`src/rtl/bcu_cfg.svh`:
```
// Constant definitions for the branch condition unit.
`ifndef BCU_CFG_SVH
`define BCU_CFG_SVH

// Register byte offsets on the APB bus.
`define BCU_OFS_CMD      8'h00
`define BCU_OFS_OPERAND  8'h04
`define BCU_OFS_FLAGS    8'h08
`define BCU_OFS_PC       8'h0C
`define BCU_OFS_STATUS   8'h10

// Command register fields.
`define BCU_CMD_OP_LSB   0
`define BCU_CMD_OP_MSB   2
`define BCU_CMD_CC_LSB   4
`define BCU_CMD_CC_MSB   7

// Flag register bit positions.
`define BCU_FLAG_C       0
`define BCU_FLAG_V       1
`define BCU_FLAG_Z       2
`define BCU_FLAG_N       3

// Status register bit positions.
`define BCU_ST_DEPTH_LSB 0
`define BCU_ST_DEPTH_MSB 3
`define BCU_ST_TAKEN     8
`define BCU_ST_ERR       9

// Sizes and reset values.
`define BCU_ADDR_W       16
`define BCU_STACK_DEPTH  8
`define BCU_INSN_LEN     16'h0002
`define BCU_PC_RESET     16'h0000

// Condition field codes.
`define BCU_CC_ALWAYS    4'h0
`define BCU_CC_NEVER     4'h1
`define BCU_CC_HI        4'h2
`define BCU_CC_LS        4'h3
`define BCU_CC_CCLR      4'h4
`define BCU_CC_CSET      4'h5
`define BCU_CC_NE        4'h6
`define BCU_CC_EQ        4'h7
`define BCU_CC_VCLR      4'h8
`define BCU_CC_VSET      4'h9
`define BCU_CC_PL        4'hA
`define BCU_CC_MI        4'hB
`define BCU_CC_GE        4'hC
`define BCU_CC_LT        4'hD
`define BCU_CC_GT        4'hE
`define BCU_CC_LE        4'hF

`endif

```
`src/rtl/bcu_pkg.sv`:
```
// Types shared by the branch condition unit.
package bcu_pkg;

    // Branch operation selected by the command register.
    typedef enum logic [2:0] {
        BCU_OP_NONE          = 3'h0,
        BCU_OP_BRANCH_COND   = 3'h1,
        BCU_OP_JUMP_ABSOLUTE = 3'h2,
        BCU_OP_CALL_ABSOLUTE = 3'h3,
        BCU_OP_CALL_RELATIVE = 3'h4,
        BCU_OP_RETURN        = 3'h5
    } bcu_op_e;

    typedef logic [15:0] bcu_addr_t;

endpackage : bcu_pkg

```
`src/rtl/bcu_cond_eval.sv`:
```
// Condition field evaluator for the conditional branch.
`timescale 1ns/10ps
`default_nettype none
`include "bcu_cfg.svh"

module bcu_cond_eval (
    // Condition code and flags.
    input  wire logic [3:0] condition_field,
    input  wire logic [3:0] flags,
    // Result.
    output logic            take
);

    logic c;
    logic v;
    logic z;
    logic n;
    logic nv;

    assign c  = flags[`BCU_FLAG_C];
    assign v  = flags[`BCU_FLAG_V];
    assign z  = flags[`BCU_FLAG_Z];
    assign n  = flags[`BCU_FLAG_N];
    assign nv = n ^ v;

    // One entry per code; odd codes are the inverse test of the even code below them.
    always_comb begin
        case (condition_field)
            `BCU_CC_ALWAYS: take = 1'b1;
            `BCU_CC_NEVER:  take = 1'b0;
            `BCU_CC_HI:     take = ~(c | z);
            `BCU_CC_LS:     take = c | z;
            `BCU_CC_CCLR:   take = ~c;
            `BCU_CC_CSET:   take = c;
            `BCU_CC_NE:     take = ~z;
            `BCU_CC_EQ:     take = z;
            `BCU_CC_VCLR:   take = ~v;
            `BCU_CC_VSET:   take = v;
            `BCU_CC_PL:     take = ~n;
            `BCU_CC_MI:     take = n;
            `BCU_CC_GE:     take = ~nv;
            `BCU_CC_LT:     take = nv;
            `BCU_CC_GT:     take = ~(z | nv);
            `BCU_CC_LE:     take = z | nv;
            default:        take = 1'b0;
        endcase
    end

endmodule : bcu_cond_eval
`default_nettype wire

```
`src/rtl/bcu_top.sv`:
```
// Branch condition unit: APB registers, branch decode, program counter and return stack.
`timescale 1ns/10ps
`default_nettype none
`include "bcu_cfg.svh"

// Functional notes
// - Branch on selected condition; 0000 always, 0001 never.
// - 0010/0011 test C or Z; 0100/0101 carry.
// - 0110/0111 zero, 1000/1001 overflow, 1010/1011 negative.
// - 1100/1101 N xor V; 1110/1111 add Z.
// - Absolute jump ignores flags entirely.
// - Absolute call goes to given address.
// - Relative call adds displacement to current address.
// - Return resumes after the calling point.
module bcu_top (
    // Clock and reset.
    input  wire logic        pclk,
    input  wire logic        presetn,
    // APB slave.
    input  wire logic        psel,
    input  wire logic        penable,
    input  wire logic        pwrite,
    input  wire logic [7:0]  paddr,
    input  wire logic [31:0] pwdata,
    output logic      [31:0] prdata,
    output logic             pready,
    output logic             pslverr,
    // Program counter update side.
    output logic      [15:0] pc_value,
    output logic             pc_load,
    output logic             branch_taken
);

    localparam int DEPTH = `BCU_STACK_DEPTH;

    // Address of the instruction after the current one; wraps at the top of the 16-bit space.
    function automatic bcu_pkg::bcu_addr_t next_seq(input bcu_pkg::bcu_addr_t pc);
        return 16'(pc + `BCU_INSN_LEN);
    endfunction : next_seq

    logic              acc_wr;
    logic              acc_rd;
    logic              acc_setup;
    logic              addr_ok;
    logic              cond_take;
    bcu_pkg::bcu_op_e  cmd_op;
    logic [3:0]        cmd_cc;

    bcu_pkg::bcu_addr_t operand_q;
    bcu_pkg::bcu_addr_t operand_d;
    logic [3:0]         flags_q;
    logic [3:0]         flags_d;
    bcu_pkg::bcu_addr_t pc_q;
    bcu_pkg::bcu_addr_t pc_d;
    logic               load_q;
    logic               load_d;
    logic               taken_q;
    logic               taken_d;
    logic               err_q;
    logic               err_d;
    logic [3:0]         depth_q;
    logic [3:0]         depth_d;
    bcu_pkg::bcu_addr_t stack_q [DEPTH];
    bcu_pkg::bcu_addr_t stack_d [DEPTH];
    logic [31:0]        rdata_q;
    logic [31:0]        rdata_d;
    logic               slverr_q;
    logic               slverr_d;

    // Every access completes in its first access cycle, so no wait states.
    // Read data and the error answer are captured at the setup edge, so both come
    // straight from flip-flops and still stand for the whole access phase.
    assign pready    = 1'b1;
    assign pslverr   = slverr_q;
    assign prdata    = rdata_q;
    assign acc_setup = psel & ~penable;
    assign acc_wr    = psel & penable & pwrite;
    assign acc_rd    = acc_setup & ~pwrite;
    assign cmd_op  = bcu_pkg::bcu_op_e'(pwdata[`BCU_CMD_OP_MSB:`BCU_CMD_OP_LSB]);
    assign cmd_cc  = pwdata[`BCU_CMD_CC_MSB:`BCU_CMD_CC_LSB];

    assign pc_value     = pc_q;
    assign pc_load      = load_q;
    assign branch_taken = taken_q;

    // Decode of the five mapped word offsets.
    always_comb begin
        case (paddr)
            `BCU_OFS_CMD, `BCU_OFS_OPERAND, `BCU_OFS_FLAGS, `BCU_OFS_PC, `BCU_OFS_STATUS: addr_ok = 1'b1;
            default: addr_ok = 1'b0;
        endcase
    end

    // The test uses the flags held before the command write, never the ones it carries.
    bcu_cond_eval u_cond (
        .condition_field (cmd_cc),
        .flags           (flags_q),
        .take            (cond_take)
    );

    // Read data and error answer for the coming access phase. Outside it both fall
    // back to zero, because the setup term is low at the access edge.
    // Only this bus writes the registers, so nothing can change between the two edges.
    always_comb begin
        rdata_d  = 32'h0000_0000;
        slverr_d = acc_setup & ~addr_ok;
        if (acc_rd) begin
            case (paddr)
                `BCU_OFS_OPERAND: rdata_d = {16'h0000, operand_q};
                `BCU_OFS_FLAGS:   rdata_d = {28'h000_0000, flags_q};
                `BCU_OFS_PC:      rdata_d = {16'h0000, pc_q};
                `BCU_OFS_STATUS: begin
                    rdata_d[`BCU_ST_DEPTH_MSB:`BCU_ST_DEPTH_LSB] = depth_q;
                    rdata_d[`BCU_ST_TAKEN]                        = taken_q;
                    rdata_d[`BCU_ST_ERR]                          = err_q;
                end
                default:          rdata_d = 32'h0000_0000;
            endcase
        end
    end

    // Next-state logic: register writes, then the command executes in the same access.
    always_comb begin
        operand_d = operand_q;
        flags_d   = flags_q;
        pc_d      = pc_q;
        load_d    = 1'b0;
        taken_d   = taken_q;
        err_d     = err_q;
        depth_d   = depth_q;
        for (int i = 0; i < DEPTH; i++) begin
            stack_d[i] = stack_q[i];
        end
        if (acc_wr) begin
            case (paddr)
                `BCU_OFS_OPERAND: operand_d = pwdata[15:0];
                `BCU_OFS_FLAGS:   flags_d   = pwdata[3:0];
                `BCU_OFS_PC:      pc_d      = pwdata[15:0];
                `BCU_OFS_STATUS:  err_d     = err_q & ~pwdata[`BCU_ST_ERR];
                `BCU_OFS_CMD: begin
                    // Only the five defined operations load; the rest are ignored.
                    load_d  = 1'b1;
                    taken_d = 1'b1;
                    case (cmd_op)
                        // conditional branch, falls through when false
                        bcu_pkg::BCU_OP_BRANCH_COND: begin
                            taken_d = cond_take;
                            // The offset is added to the branch's own address, not the next one.
                            pc_d    = cond_take ? 16'(pc_q + operand_q) : next_seq(pc_q);
                        end
                        bcu_pkg::BCU_OP_JUMP_ABSOLUTE: pc_d = operand_q;
                        bcu_pkg::BCU_OP_CALL_ABSOLUTE, bcu_pkg::BCU_OP_CALL_RELATIVE: begin
                            pc_d = (cmd_op == bcu_pkg::BCU_OP_CALL_ABSOLUTE) ? operand_q
                                                                            : 16'(pc_q + operand_q);
                            if (depth_q < 4'(DEPTH)) begin
                                stack_d[depth_q[2:0]] = next_seq(pc_q);
                                depth_d               = 4'(depth_q + 4'h1);
                            end else begin
                                // A full stack still jumps; the lost return address is flagged.
                                err_d = 1'b1;
                            end
                        end
                        bcu_pkg::BCU_OP_RETURN: begin
                            if (depth_q != 4'h0) begin
                                pc_d    = stack_q[3'(depth_q - 4'h1)];
                                depth_d = 4'(depth_q - 4'h1);
                            end else begin
                                // An empty stack cannot return; step on and flag it.
                                pc_d    = next_seq(pc_q);
                                taken_d = 1'b0;
                                err_d   = 1'b1;
                            end
                        end
                        // No operation and unused codes leave the counter and the result as they are.
                        default: begin
                            load_d  = 1'b0;
                            taken_d = taken_q;
                        end
                    endcase
                end
                default: err_d = err_q;
            endcase
        end
    end

    // State registers; the stack entries themselves need no reset.
    always_ff @(posedge pclk or negedge presetn) begin
        if (!presetn) begin
            operand_q <= 16'h0000;
            flags_q   <= 4'h0;
            pc_q      <= `BCU_PC_RESET;
            load_q    <= 1'b0;
            taken_q   <= 1'b0;
            err_q     <= 1'b0;
            depth_q   <= 4'h0;
            rdata_q   <= 32'h0000_0000;
            slverr_q  <= 1'b0;
        end else begin
            operand_q <= operand_d;
            flags_q   <= flags_d;
            pc_q      <= pc_d;
            load_q    <= load_d;
            taken_q   <= taken_d;
            err_q     <= err_d;
            depth_q   <= depth_d;
            rdata_q   <= rdata_d;
            slverr_q  <= slverr_d;
        end
    end

    // Return stack storage; entries above the depth are never read, so a reset is not needed.
    always_ff @(posedge pclk) begin
        for (int i = 0; i < DEPTH; i++) begin
            stack_q[i] <= stack_d[i];
        end
    end

endmodule : bcu_top
`default_nettype wire

```
`config.mk`:
```
export PLATFORM = sky130hd
export DESIGN_NAME = bcu_top
export DESIGN_NICKNAME = d
export VERILOG_FILES = /design/src/rtl/bcu_pkg.sv /design/src/rtl/bcu_cond_eval.sv /design/src/rtl/bcu_top.sv
export VERILOG_INCLUDE_DIRS = /design/src /design/src/rtl
export SDC_FILE = /design/constraint.sdc
export NUM_CORES = 1
export LEC_CHECK = 0
export ABC_AREA = 1
export BUFFER_PORTS_ARGS = -buffer_cell sky130_fd_sc_hd__buf_2
export CORE_UTILIZATION = 50
export CTS_CLUSTER_DIAMETER = 80
export CTS_CLUSTER_SIZE = 25
export DETAILED_ROUTE_END_ITERATION = 6
export HOLD_SLACK_MARGIN = 0.02
export PLACE_DENSITY = 0.75
export SYNTH_ARGS = -nofsm -noshare
export SYNTH_HDL_FRONTEND = slang
export SYNTH_HIERARCHICAL = 1
export SYNTH_SLANG_ARGS = --single-unit
```
`constraint.sdc`:
```
create_clock -name pclk -period 3.9 [get_ports pclk]
set_input_delay 0.78 -clock pclk [delete_from_list [all_inputs] [get_ports pclk]]
set_output_delay 0.78 -clock pclk [all_outputs]
set_load 0.02 [all_outputs]
```
Yosys cells after proc, flatten, opt, wreduce, memory -nomap -nowiden
Memories as Yosys holds them, arrays and structs flattened. Index checks and enable logic that the tools add are counted.

Flip-flop bits (word level): 76. RAM bits: 128. Bits of input ports: 45. Word-level logic and storage cells: 117. Memories kept: 1.

Add/subtract/negate cells: 4. $lt $le $gt $ge: 3. Equal/unequal tests: 30. Multiplexer cells: 31. Bitwise operators: 21. Reduce and logical (&&, ||, !) cells: 18.

Memories: stack_q (depth 8, bits a word 16, read ports 9, clocked after memory_dff 0, wr ports 8, RTL line bcu_top.sv:63) `bcu_pkg::bcu_addr_t stack_q [DEPTH];`.

Operator list (count): two-way mux 128 bit (4); bitwise mux 128 bit (1); two-way mux 16 bit (4); case mux 16 bit (4 select lines) (1); demux 16 bit (select 3 bit) (1); == test 4 bit (second input constant) (8); two-way mux 32 bit (1); case mux 16 bit (2 select lines) (1); adder 16 bit (1); adder 16 x 2 -> 16 bit (second input constant) (1); == test 4 x 3 -> 1 bit (second input constant) (4); == test 8 x 4 -> 1 bit (second input constant) (2); case mux 1 bit (16 select lines) (1); case mux 4 bit (2 select lines) (2); case mux 4 bit (4 select lines) (1); case mux 6 bit (2 select lines) (1); NOT 1 bit (11); AND reduction 5 bit (2); OR reduction 5 bit (2); == test 4 x 2 -> 1 bit (second input constant) (2); == test 8 x 3 -> 1 bit (second input constant) (1); == test 8 x 5 -> 1 bit (second input constant) (1); logical NOT 8 bit (1); two-way mux 4 bit (2); 30 further kinds (51).

Longest topological paths before layout
Gate-level depths: netlist (run 1).

Word-level depth: 10. Gate-level depth with buffers: 19. Gate-level depth less buffers: 19.

Cells and area by module
Netlist (run 1), hierarchy kept.

By module, submodules not included: bcu_top (instances 1, cells each 1175, area an instance 10042.1 um^2, sequential area each 5345.1 um^2); bcu_cond_eval (instances 1, cells each 48, area an instance 190.2 um^2, sequential area each 0.0 um^2).

Worst setup path after synthesis (run 1)
Ideal clock, no wire load.

Path type: input to register. From: input pwdata[2]. To: memory stack_q[2][0] (netlist bit), enable pin. Library setup time: 0.409 ns. Data arrival time: 2.824 ns. Required time: 3.491 ns. Setup slack: 0.667 ns. Stages on the path: 9. Path through: inv_2 -> nand2_1 -> nor2_1 -> nor2_1 -> nor2_2 -> inv_1 -> nor2_1 -> nand2_1 -> nor3_1.

RTL lines: from (decl) (RTL line bcu_top.sv:24) `input wire logic [31:0] pwdata,`; to (decl) (RTL line bcu_top.sv:63).

Worst setup path after layout (run 1)
From: register depth_q[1]. To: register pc_q[14], in the netlist pc_value[14].

Longest elaborated chain between the ends: 5. Elaborated cells between the ends (all ways): 6. Those cells by class: add/sub: 1; mux: 3; reduce/logical: 1; memory: 1.

RTL lines: from (decl) (RTL line bcu_top.sv:61) `logic [3:0] depth_q;`; from (signal assigned) (RTL line bcu_top.sv:205) `depth_q <= depth_d;`; subtractor 4 x 1 -> 4 bit; memory read (8 x 16 bit); two-way mux 16 bit * (RTL line bcu_top.sv:164) `if (depth_q != 4'h0) begin`; case mux 16 bit (4 select lines) * (RTL line bcu_top.sv:144) `case (cmd_op)`; case mux 16 bit (2 select lines) * (RTL line bcu_top.sv:135) `case (paddr)`; to (signal assigned) (RTL line bcu_top.sv:191) `` pc_q <= `BCU_PC_RESET; ``; to (signal assigned) (RTL line bcu_top.sv:201) `pc_q <= pc_d;`; to (decl) (RTL line bcu_top.sv:53) `bcu_pkg::bcu_addr_t pc_q;`.

Mark *: on every way between the ends. The rest lies on a longest branch, timed or not. A chain may end at the register's enable or synchronous reset.

==> results of run 1 <==
==> synth_stat cells (4+ instances only) <==
| master | n | area, sq um |
|---|---|---|
| inv_1 | 127 | 477 |
| buf_2 | 16 | 80.1 |
| nand2_1 | 398 | 1490 |
| buf_4 | 21 | 158 |
| a31oi_1 | 4 | 25.0 |
| clkbuf_1 | 15 | 56.3 |
| nor2_4 | 8 | 90.1 |
| o21ai_1 | 9 | 45.0 |
| o21ai_0 | 64 | 320 |
| nand3_1 | 98 | 490 |
| nand4_1 | 7 | 43.8 |
| a21oi_1 | 60 | 300 |
| nor3_1 | 11 | 55.1 |
| ha_1 | 19 | 238 |
| o211ai_1 | 13 | 97.6 |
| dfrtp_1 | 60 | 1500 |
| edfxtp_1 | 128 | 3840 |
| inv_2 | 12 | 45.0 |
| a21oi_2 | 5 | 43.8 |
| xor2_1 | 10 | 87.6 |
| nor2_1 | 91 | 342 |
==> area by class of cell <==
class | instances | area (sq um)
clock buffer | 19 | 433
clock inverter | 12 | 88.8
fill | 1757 | 8500
inverter | 141 | 533
multi-input combinational | 853 | 4110
sequential | 188 | 5350
tap | 265 | 332
timing repair buffer | 79 | 435
==> layout by cell type (no fill, tap or decap), types with 8 or more instances in the layout <==
cell type,count
o211ai_1,13
inv_2,12
o21ai_1,9
a21oi_1,60
dfrtp_1,59
edfxtp_1,128
nor2_4,8
conb_1,17
nand2_1,398
o21ai_0,64
nand3_1,98
nor2_1,91
clkbuf_16,17
ha_1,19
xor2_1,10
buf_2,63
buf_4,16
inv_1,127
==> registers in the layout, summed over array words and instances (netlist names) <==
register,cells
stack_q,128
operand_q,16
pc_value,16
prdata,16
depth_q,4
flags_q,4
branch_taken,1
err_q,1
pc_load,1
pslverr,1
==> worst paths after layout <==
check,startpoint,depth (start not counted),end,slack [ns]
max,depth_q[1],12,pc_value[14],1.17
min,presetn,1,pslverr,0.48
max reg2reg,depth_q[1],12,pc_value[14],1.17
min reg2reg,err_q,2,err_q,0.51
max in group asynchronous,presetn,2,pc_value[15],2.58
min in group pclk,err_q,2,err_q,0.51
==> metrics by stage <==
step	hold slack [ns]	power (W)	instances	utilization (%)	area (sq um)
3_5_place_dp	0.488	0.00241	1526	54.4	10800
5_1_grt	0.521	0.00406	1557	57.0	11300
6_report	0.481	0.00395	1557	57.0	11300
2_1_floorplan	0.447	0.00234	1238	-	10300
3_3_place_gp	0.491	0.00241	1526	54.4	10800
4_1_cts	0.509	0.00396	1557	57.0	11300
==> critical path, cell delays in order (launching register included) <==
cell	delay [ns]
dfrtp_1	0.46
inv_1	0.26
ha_1	0.30
inv_1	0.61
nand3_1	0.15
nand2_1	0.10
nand2_1	0.06
nand3_1	0.22
nand2_1	0.08
a21oi_1	0.17
nand3_1	0.09
nand2_1	0.07
nand2_1	0.05
==> logic make-up after synthesis <==
group                      synth area share, %
DFF                                       52.2
AOI/OAI and AO/OA                         9.12
and+or+nand+nor                           26.3
adders and majority gates                 2.52
buffers and inverters                     8.30
other                                   0.0734
xor gates and xnor gates                  1.43
==> power breakdown <==
part / total (W) / leakage (nW) / internal, W / switching [W]
Sequential: 0.00215 / 2.10 / 0.00213 / 0.0000168
Clock: 0.00157 / 0.249 / 0.000817 / 0.000757
Combinational: 0.000228 / 2.79 / 0.0000586 / 0.000170
Total: 0.00395 / 5.14 / 0.00301 / 0.000944
==> metal layers <==
metal / global-route usage, % / up-vias / wire, um
li1: - / 4080 / -
met4: 8.42 / 0 / 509
met2: 41.1 / 310 / 12300
met5: 0 / - / 0
met3: 3.43 / 40 / 1610
met1: 33.4 / 3976 / 11200
==> results.py, run 1 <==
metrics = {
    "sta": {
        "min_period_ns": 2.73,
        "drv_slew": 0,
        "max_freq_mhz": 367,
        "rsz0062_at_grt": "no",
        "fin_crit_sh_pct": 69.9,
        "finalHoldViolCount": 0,
        "finalSetupViolCount": 0,
        "timing.final.ws_setup_ns": 1.17,
        "tns_ns": 0,
        "clock_skew_ns": 0.0123,
        "worst_pin_slew_ns": 0.945,
        "max-slew-margin-rel_pct": 36.7,
    },
    "pwr": {
        "leakagePower_nw": 5.14,
        "p_per_area_mw_per_mm2": 350,
        "vdd_drop_max_v": 0.000348,
    },
    "floorplan": {
        "fp.dieW_um": 145,
        "core_area_sq_mm": 0.0198,
        "num_io_pins": 97,
        "start_util_pct": 51.7,
        "dieArea_sq_mm": 0.0210,
        "die_height_um": 145,
        "num_rows": 51,
    },
    "synth": {
        "synthArstFlopShare_pct": 31.9,
        "synth_area_sq_mm": 0.0102,
        "yosysSeqAreaShare_pct": 52.2,
        "syn_area_per_cell_sq_um": 8.37,
        "synth_cells": 1223,
        "synth_edf_count": 128,
        "yosys_most_used_dff": "edfxtp_1",
        "synth_cell_types": 49,
        "yosys_warnings": 6,
        "ys_ff_latch": 188,
    },
    "cts": {
        "clock_path_buffers": 2,
        "cts-hold-fix-buffers": 0,
        "cts_tree": "built",
        "htree_levels": 4,
        "clkLatencyLatePin_ns": 0.44,
        "cts_root_buf": "clkbuf_16",
        "cts_inserted_buffers": 17,
        "cts.sinks": 188,
        "post_cts_resized": 0,
        "clk_pin_slew_ns": 0.07,
        "cts_setup_buffers": 0,
    },
    "hold_path": {
        "holdCritPathClass": "in2async",
    },
    "worst_setup_path": {
        "worstSetupPathType": "reg2reg",
        "start_kind": "register",
        "endpoint_kind": "register",
        "worst_ep_arrival_time_ns": 3.06,
        "worst_ep_required_time_ns": 4.23,
        "cp_max_fo": 20,
    },
    "routing": {
        "drtIter0Drc": 758,
        "first_pass_iters": 5,
        "routed_wl_um": 25600,
        "avgViaCountPerCell": 5.40,
        "drcViolationCount": 0,
        "ant_nets": 0,
        "post_drt_wl_per_cell_um": 16.4,
        "vias": 8406,
    },
    "global_routing": {
        "grt_pass1_vias": 7821,
        "grt_start_max_net_pins": 69,
        "grt_overflow": 0,
        "antenna_found_initial": 0,
        "grt_pass1_wl_um": 40700,
        "gr-usage-all-layers_pct": 24.8,
    },
    "placement": {
        "hpwlAfterDp_um": 17300,
        "io_buffers": 63,
        "place_ws_ns": 1.06,
        "gp_congestion": 0.989,
    },
    "cells_and_area": {
        "diodes": 0,
        "drive_gt1_share_pct": 12.2,
        "num-nets-final": 1345,
        "area_growth_syn_to_layout_pct": 10.3,
    },
    "run_status": {
        "status": "completed",
    },
    "job": {
        "maxCapViolCount": 0,
    },
}
Power figures use the tool's default switching activity.
==> inputs of run 2 (changes only) <==
==> constraint.sdc (replaced) <==
create_clock -name pclk -period 2.56 [get_ports pclk]
set_input_delay 0.512 -clock pclk [delete_from_list [all_inputs] [get_ports pclk]]
set_output_delay 0.512 -clock pclk [all_outputs]
set_load 0.02 [all_outputs]
==> results.py, run 2 (synthesized netlist as in run 1, its figures left out) <==
metrics = {
    "sta": {
        "finalHoldViolCount": 0,
        "fin_crit_sh_pct": 91.3,
        "finalSetupViolCount": 0,
        "max-slew-margin-rel_pct": 40.9,
        "worst_pin_slew_ns": 0.882,
        "max_freq_mhz": 428,
        "min_period_ns": 2.34,
        "rsz0062_at_grt": "no",
        "timing.final.ws_setup_ns": 0.223,
        "hold_slack_ns": 0.113,
        "clock_skew_ns": 0.0120,
        "drv_slew": 0,
    },
    "cells_and_area": {
        "drive_gt1_share_pct": 14.0,
        "finalNonFillerCells": 1585,
        "largest_register_ff_count": 128,
        "diodes": 0,
        "final_common_cell": "nand2_1",
        "layout_common_cells": "398 x nand2_1, 128 x edfxtp_1, 127 x inv_1",
        "num-fill-cells": 1749,
        "top_register": "stack_q",
        "num-nets-final": 1373,
        "final_util_pct": 58.6,
        "area_growth_syn_to_layout_pct": 13.3,
    },
    "placement": {
        "placed_cells": 1554,
        "io_buffers": 63,
        "hpwlAfterDp_um": 18600,
        "place_ws_ns": 0.156,
        "gp_congestion": 0.996,
    },
    "cts": {
        "clock_path_buffers": 2,
        "cts_inserted_buffers": 17,
        "post_cts_resized": 0,
        "cts_tree": "built",
        "cts-hold-fix-buffers": 0,
        "cts_root_buf": "clkbuf_16",
        "cts.sinks": 188,
        "htree_levels": 4,
        "cts_setup_buffers": 0,
        "clkLatencyLatePin_ns": 0.43,
        "clk_pin_slew_ns": 0.07,
    },
    "worst_setup_path": {
        "worst_ep_required_time_ns": 2.93,
        "worstSetupPathType": "reg2reg",
        "start_kind": "register",
        "endpoint_kind": "register",
        "worst_ep_arrival_time_ns": 2.70,
        "cp_max_fo": 9,
        "reg2reg_depth": 10,
    },
    "pwr": {
        "vdd_drop_max_v": 0.000541,
        "power_w": 0.00619,
        "leakagePower_nw": 5.31,
        "p_per_area_mw_per_mm2": 534,
    },
    "floorplan": {
        "start_util_pct": 51.7,
        "fp.dieW_um": 145,
        "num_io_pins": 97,
        "num_rows": 51,
        "dieArea_sq_mm": 0.0210,
        "core_area_sq_mm": 0.0198,
        "die_height_um": 145,
    },
    "global_routing": {
        "grt_pass1_vias": 8089,
        "grt_pass1_wl_um": 41300,
        "grt_overflow": 0,
        "antenna_found_initial": 0,
        "gr-usage-all-layers_pct": 25.3,
        "grt_start_max_net_pins": 69,
    },
    "hold_path": {
        "holdCritPathClass": "in2async",
    },
    "run_status": {
        "status": "completed",
    },
    "routing": {
        "vias": 8486,
        "ant_nets": 0,
        "first_pass_iters": 7,
        "routed_wl_um": 25900,
        "post_drt_wl_per_cell_um": 16.3,
        "avgViaCountPerCell": 5.35,
        "drtIter0Drc": 678,
        "drcViolationCount": 0,
    },
    "job": {
        "maxCapViolCount": 0,
    },
}
## run 2: cell count changes in the layout (fill, tap and decap cells not counted), sizes merged
cell / delta
buf: +28
bufinv: +2
inv: -2
clkbuf: +1
clkinvlp: -1
## run 2: layout make-up
cell class / instances / area, sq um / area share [%]
Sequential cell: 188 / 5350 / 46.1
Multi-Input combinational cell: 853 / 4110 / 35.5
Timing Repair Buffer: 107 / 708 / 6.11
Inverter: 141 / 533 / 4.60
Clock buffer: 20 / 437 / 3.77
Tap cell: 265 / 332 / 2.86
Clock inverter: 11 / 120 / 1.04
## run 2: per-layer routing
metal  global-route usage (%)  share of wire (%)  up-vias
met5                        0                  0        -
met3                     3.55                6.3       40
met1                     34.9                 44     3999
met2                     41.3                 48      315
li1                         -                  -     4132
met4                     7.89                1.7        0
## run 2: worst paths after layout
kind	startpoint	endpoint	slack [ns]
worst max-delay path	pc_value[1]	pc_value[7]	0.22
worst min register to register	err_q	err_q	0.52
max in group asynchronous	presetn	prdata[7]	1.85
worst min-delay path	presetn	pslverr	0.11
worst max register to register	pc_value[1]	pc_value[7]	0.22
min in group pclk	pwdata[12]	operand_q[12]	0.35
## run 2: critical path, stage by stage, from the launching register on
cell	delay (ns)
dfrtp_1	0.52
ha_1	0.24
nand2_1	0.07
nor2_1	0.23
inv_1	0.06
nor2_1	0.24
xor2_1	0.55
a21oi_1	0.13
nand3_1	0.11
nand2_1	0.05
nand2_1	0.06
## run 2: power by group
group | switching (W) | leakage (nW) | internal [W]
registers | 0.0000219 | 2.10 | 0.00325
clock network | 0.00112 | 0.268 | 0.00143
logic | 0.000268 | 2.95 | 0.000107
total | 0.00141 | 5.31 | 0.00478
## run 2: stage by stage
step	setup TNS (ns)	cell area [sq um]
after global placement	0	11000
after detailed placement	0	11000
after global routing	0	11600
final	0	11600
after CTS	0	11600
after floorplan	-25.91	10300
==> inputs of run 3 (changes only) <==
--- a/config.mk
+++ b/config.mk
@@ -6,7 +6,6 @@
 export SDC_FILE = /design/constraint.sdc
 export NUM_CORES = 1
 export LEC_CHECK = 0
-export ABC_AREA = 1
 export BUFFER_PORTS_ARGS = -buffer_cell sky130_fd_sc_hd__buf_2
 export CORE_UTILIZATION = 50
 export CTS_CLUSTER_DIAMETER = 80
==> results.py, run 3 <==
metrics = {
    "floorplan": {
        "dieArea_sq_mm": 0.0193,
        "die_height_um": 139,
        "fp.dieW_um": 139,
        "start_util_pct": 51.5,
        "core_area_sq_mm": 0.0181,
        "num_rows": 49,
        "num_io_pins": 97,
    },
    "cells_and_area": {
        "area_growth_syn_to_layout_pct": 22.4,
        "drive_gt1_share_pct": 32.7,
        "layout_common_cells": "128 x edfxtp_1, 96 x buf_4, 63 x buf_2",
        "final_common_cell": "edfxtp_1",
        "largest_register_ff_count": 128,
        "top_register": "stack_q",
        "num-nets-final": 934,
        "diodes": 0,
        "finalNonFillerCells": 1111,
        "postLayoutCellArea_sq_mm": 0.0114,
    },
    "synth": {
        "synth_cell_types": 62,
        "synthAdderAreaFrac_pct": 2.76,
        "yosys_most_used_dff": "edfxtp_1",
        "synth_top_area_cell": "edfxtp_1",
        "synth_common_cells": "128 x edfxtp_1, 60 x dfrtp_1, 53 x nor2_1",
        "synth_area_sq_mm": 0.00935,
        "synth_cells": 714,
        "synth_mux_area_share_pct": 12.4,
        "ys_ff_latch": 188,
        "synth_compound_area_share_pct": 10.9,
        "synth_top_family_by_area": "multiplexers",
        "synth_edf_count": 128,
        "synth_area_leaders": "edfxtp_1 41%, dfrtp_1 16%, mux4_2 7.7%",
        "synth_top_cell_area_share_pct": 41.1,
        "syn_area_per_cell_sq_um": 13.1,
        "yosys_warnings": 6,
        "synth_xor_area_share_pct": 2.81,
        "yosysSeqAreaShare_pct": 57.2,
        "synthSimpleGateAreaFrac_pct": 10.2,
        "yosysMostFrequentCell": "edfxtp_1",
        "synthArstFlopShare_pct": 31.9,
    },
    "routing": {
        "drcViolationCount": 10,
        "drtIter0Drc": 741,
        "vias": 6987,
        "ant_nets": 0,
        "routed_wl_um": 24900,
        "post_drt_wl_per_cell_um": 22.4,
        "first_pass_iters": 7,
        "avgViaCountPerCell": 6.29,
    },
    "sta": {
        "clock_skew_ns": 0.0109,
        "finalHoldViolCount": 0,
        "hold_slack_ns": 0.0764,
        "max-slew-margin-rel_pct": 47.3,
        "fin_crit_sh_pct": 96.7,
        "min_period_ns": 2.48,
        "worst_pin_slew_ns": 0.785,
        "max_freq_mhz": 404,
        "drv_slew": 0,
        "finalSetupViolCount": 0,
    },
    "worst_setup_path": {
        "critical_path.top_delay_family": "buffers and inverters",
        "crit_slowest_cell": "dfrtp_2",
        "cp.depth": 11,
        "cp-startpoint": "depth_q[0]",
        "cp_max_fo": 8,
        "slowest_delay_ns": 0.43,
        "endpoint": "pc_value[12]",
        "worst_ep_required_time_ns": 2.88,
        "worstSetupPathType": "reg2reg",
        "path_common_cell": "buf_4",
        "r2r_start": "depth_q[0]",
        "reg2reg_depth": 11,
        "critPathBufInv": 4,
        "regToRegEndpoint": "pc_value[12]",
        "crit_path_cell_trace": "inv_1 > ha_4 > clkbuf_16 > buf_4 > buf_4 > mux4_2 > mux2i_1 > o21ai_0 > a21oi_1 > o31ai_1 > a21o_1",
        "reg2reg_slack_ns": 0.08,
        "start_kind": "register",
        "endpoint_kind": "register",
        "worst_ep_arrival_time_ns": 2.80,
    },
    "pwr": {
        "vdd_drop_max_v": 0.000428,
        "p_per_area_mw_per_mm2": 555,
        "leakagePower_nw": 4.65,
        "power_w": 0.00635,
    },
    "global_routing": {
        "antenna_found_initial": 0,
        "grt_pass1_wl_um": 38100,
        "grt_start_max_net_pins": 38,
        "grt_pass1_vias": 6857,
        "gr-usage-all-layers_pct": 26.3,
        "grt_overflow": 0,
    },
    "placement": {
        "placed_cells": 1066,
        "gp_congestion": 0.978,
        "io_buffers": 63,
        "hpwlAfterDp_um": 17500,
        "dpl-instance-area_sq_mm": 0.0106,
    },
    "cts": {
        "cts_tree": "built",
        "clock_path_buffers": 2,
        "cts_inserted_buffers": 17,
        "cts.sinks": 188,
        "cts-hold-fix-buffers": 0,
        "cts_root_buf": "clkbuf_16",
        "clkLatencyLatePin_ns": 0.43,
        "htree_levels": 4,
        "clk_pin_slew_ns": 0.07,
    },
    "run_status": {
        "failed_checks": "design-rule violations",
        "status": "finished, violations left",
    },
    "hold_path": {
        "holdCritPathClass": "in2async",
    },
    "job": {
        "maxCapViolCount": 0,
    },
}
[run 3: timing repair]
action                     in CTS  in global routing
gates cloned                    0                  1
pin swaps                       1                  5
buffers inserted                0                 12
setup endpoints to repair       2                 11
resized for setup               3                 23
[run 3: through the flow]
stage | worst slack [ns] | setup TNS (ns) | utilization, %
final | 0.0841 | 0 | 63.1
after global routing | -0.00315 | -0.00315 | 63.1
after CTS | 0.0115 | 0 | 61.8
after detailed placement | -0.208 | -1.51 | 58.6
after global placement | -0.183 | -1.02 | 58.6
after floorplan | -0.0909 | -8.07 | -
[run 3: worst min-delay path by stage]
stage / from / endpoint / slack (ns)
detailed placement: presetn / prdata[14] / 0.54
global placement: err_q / err_q / 0.52
CTS: presetn / prdata[3] / 0.08
global route: presetn / operand_q[10] / 0.10
floorplan: presetn / branch_taken / 0.22
finish: presetn / operand_q[10] / 0.08
[run 3: where the power goes]
group	total [W]	switching, W	internal, W	leakage, nW
clock	0.00256	0.00119	0.00137	0.276
combinational	0.000486	0.000301	0.000185	2.33
sequential	0.00330	0.0000313	0.00327	2.05
total	0.00635	0.00152	0.00483	4.65
[run 3: final cells by class]
cell class | count | area [sq um]
sequential | 188 | 5350
clock inverter | 13 | 135
tap | 229 | 287
inverter | 12 | 45.0
clock buffer | 19 | 433
timing repair buffer | 177 | 1380
fill | 1346 | 6700
multi-input combinational | 473 | 3820
[run 3: worst reg2reg max path: stages (launching register included)]
cell and delay [ns]:
dfrtp_2 0.43, inv_1 0.13, ha_4 0.25, clkbuf_16 0.18, buf_4 0.14, buf_4 0.12, mux4_2 0.28, mux2i_1 0.27
o21ai_0 0.13, a21oi_1 0.16, o31ai_1 0.11, a21o_1 0.16
[run 3: logic make-up (layout without fill, tap and decap cells)]
kind of cell,after synthesis,count (layout)
muxes,69,69
and+or+nand+nor,189,189
buffers and inverters,68,221
xor gates and xnor gates,30,30
other,2,17
adders and majority gates,20,20
DFF,188,188
AOI/OAI and AO/OA,148,148
[run 3: per-layer routing]
layer / part of all wire, % / global-route usage, %
met5: 0 / 0
met2: 50 / 44.1
met4: 2.1 / 7.08
met1: 41 / 34.9
met3: 7.1 / 5.59
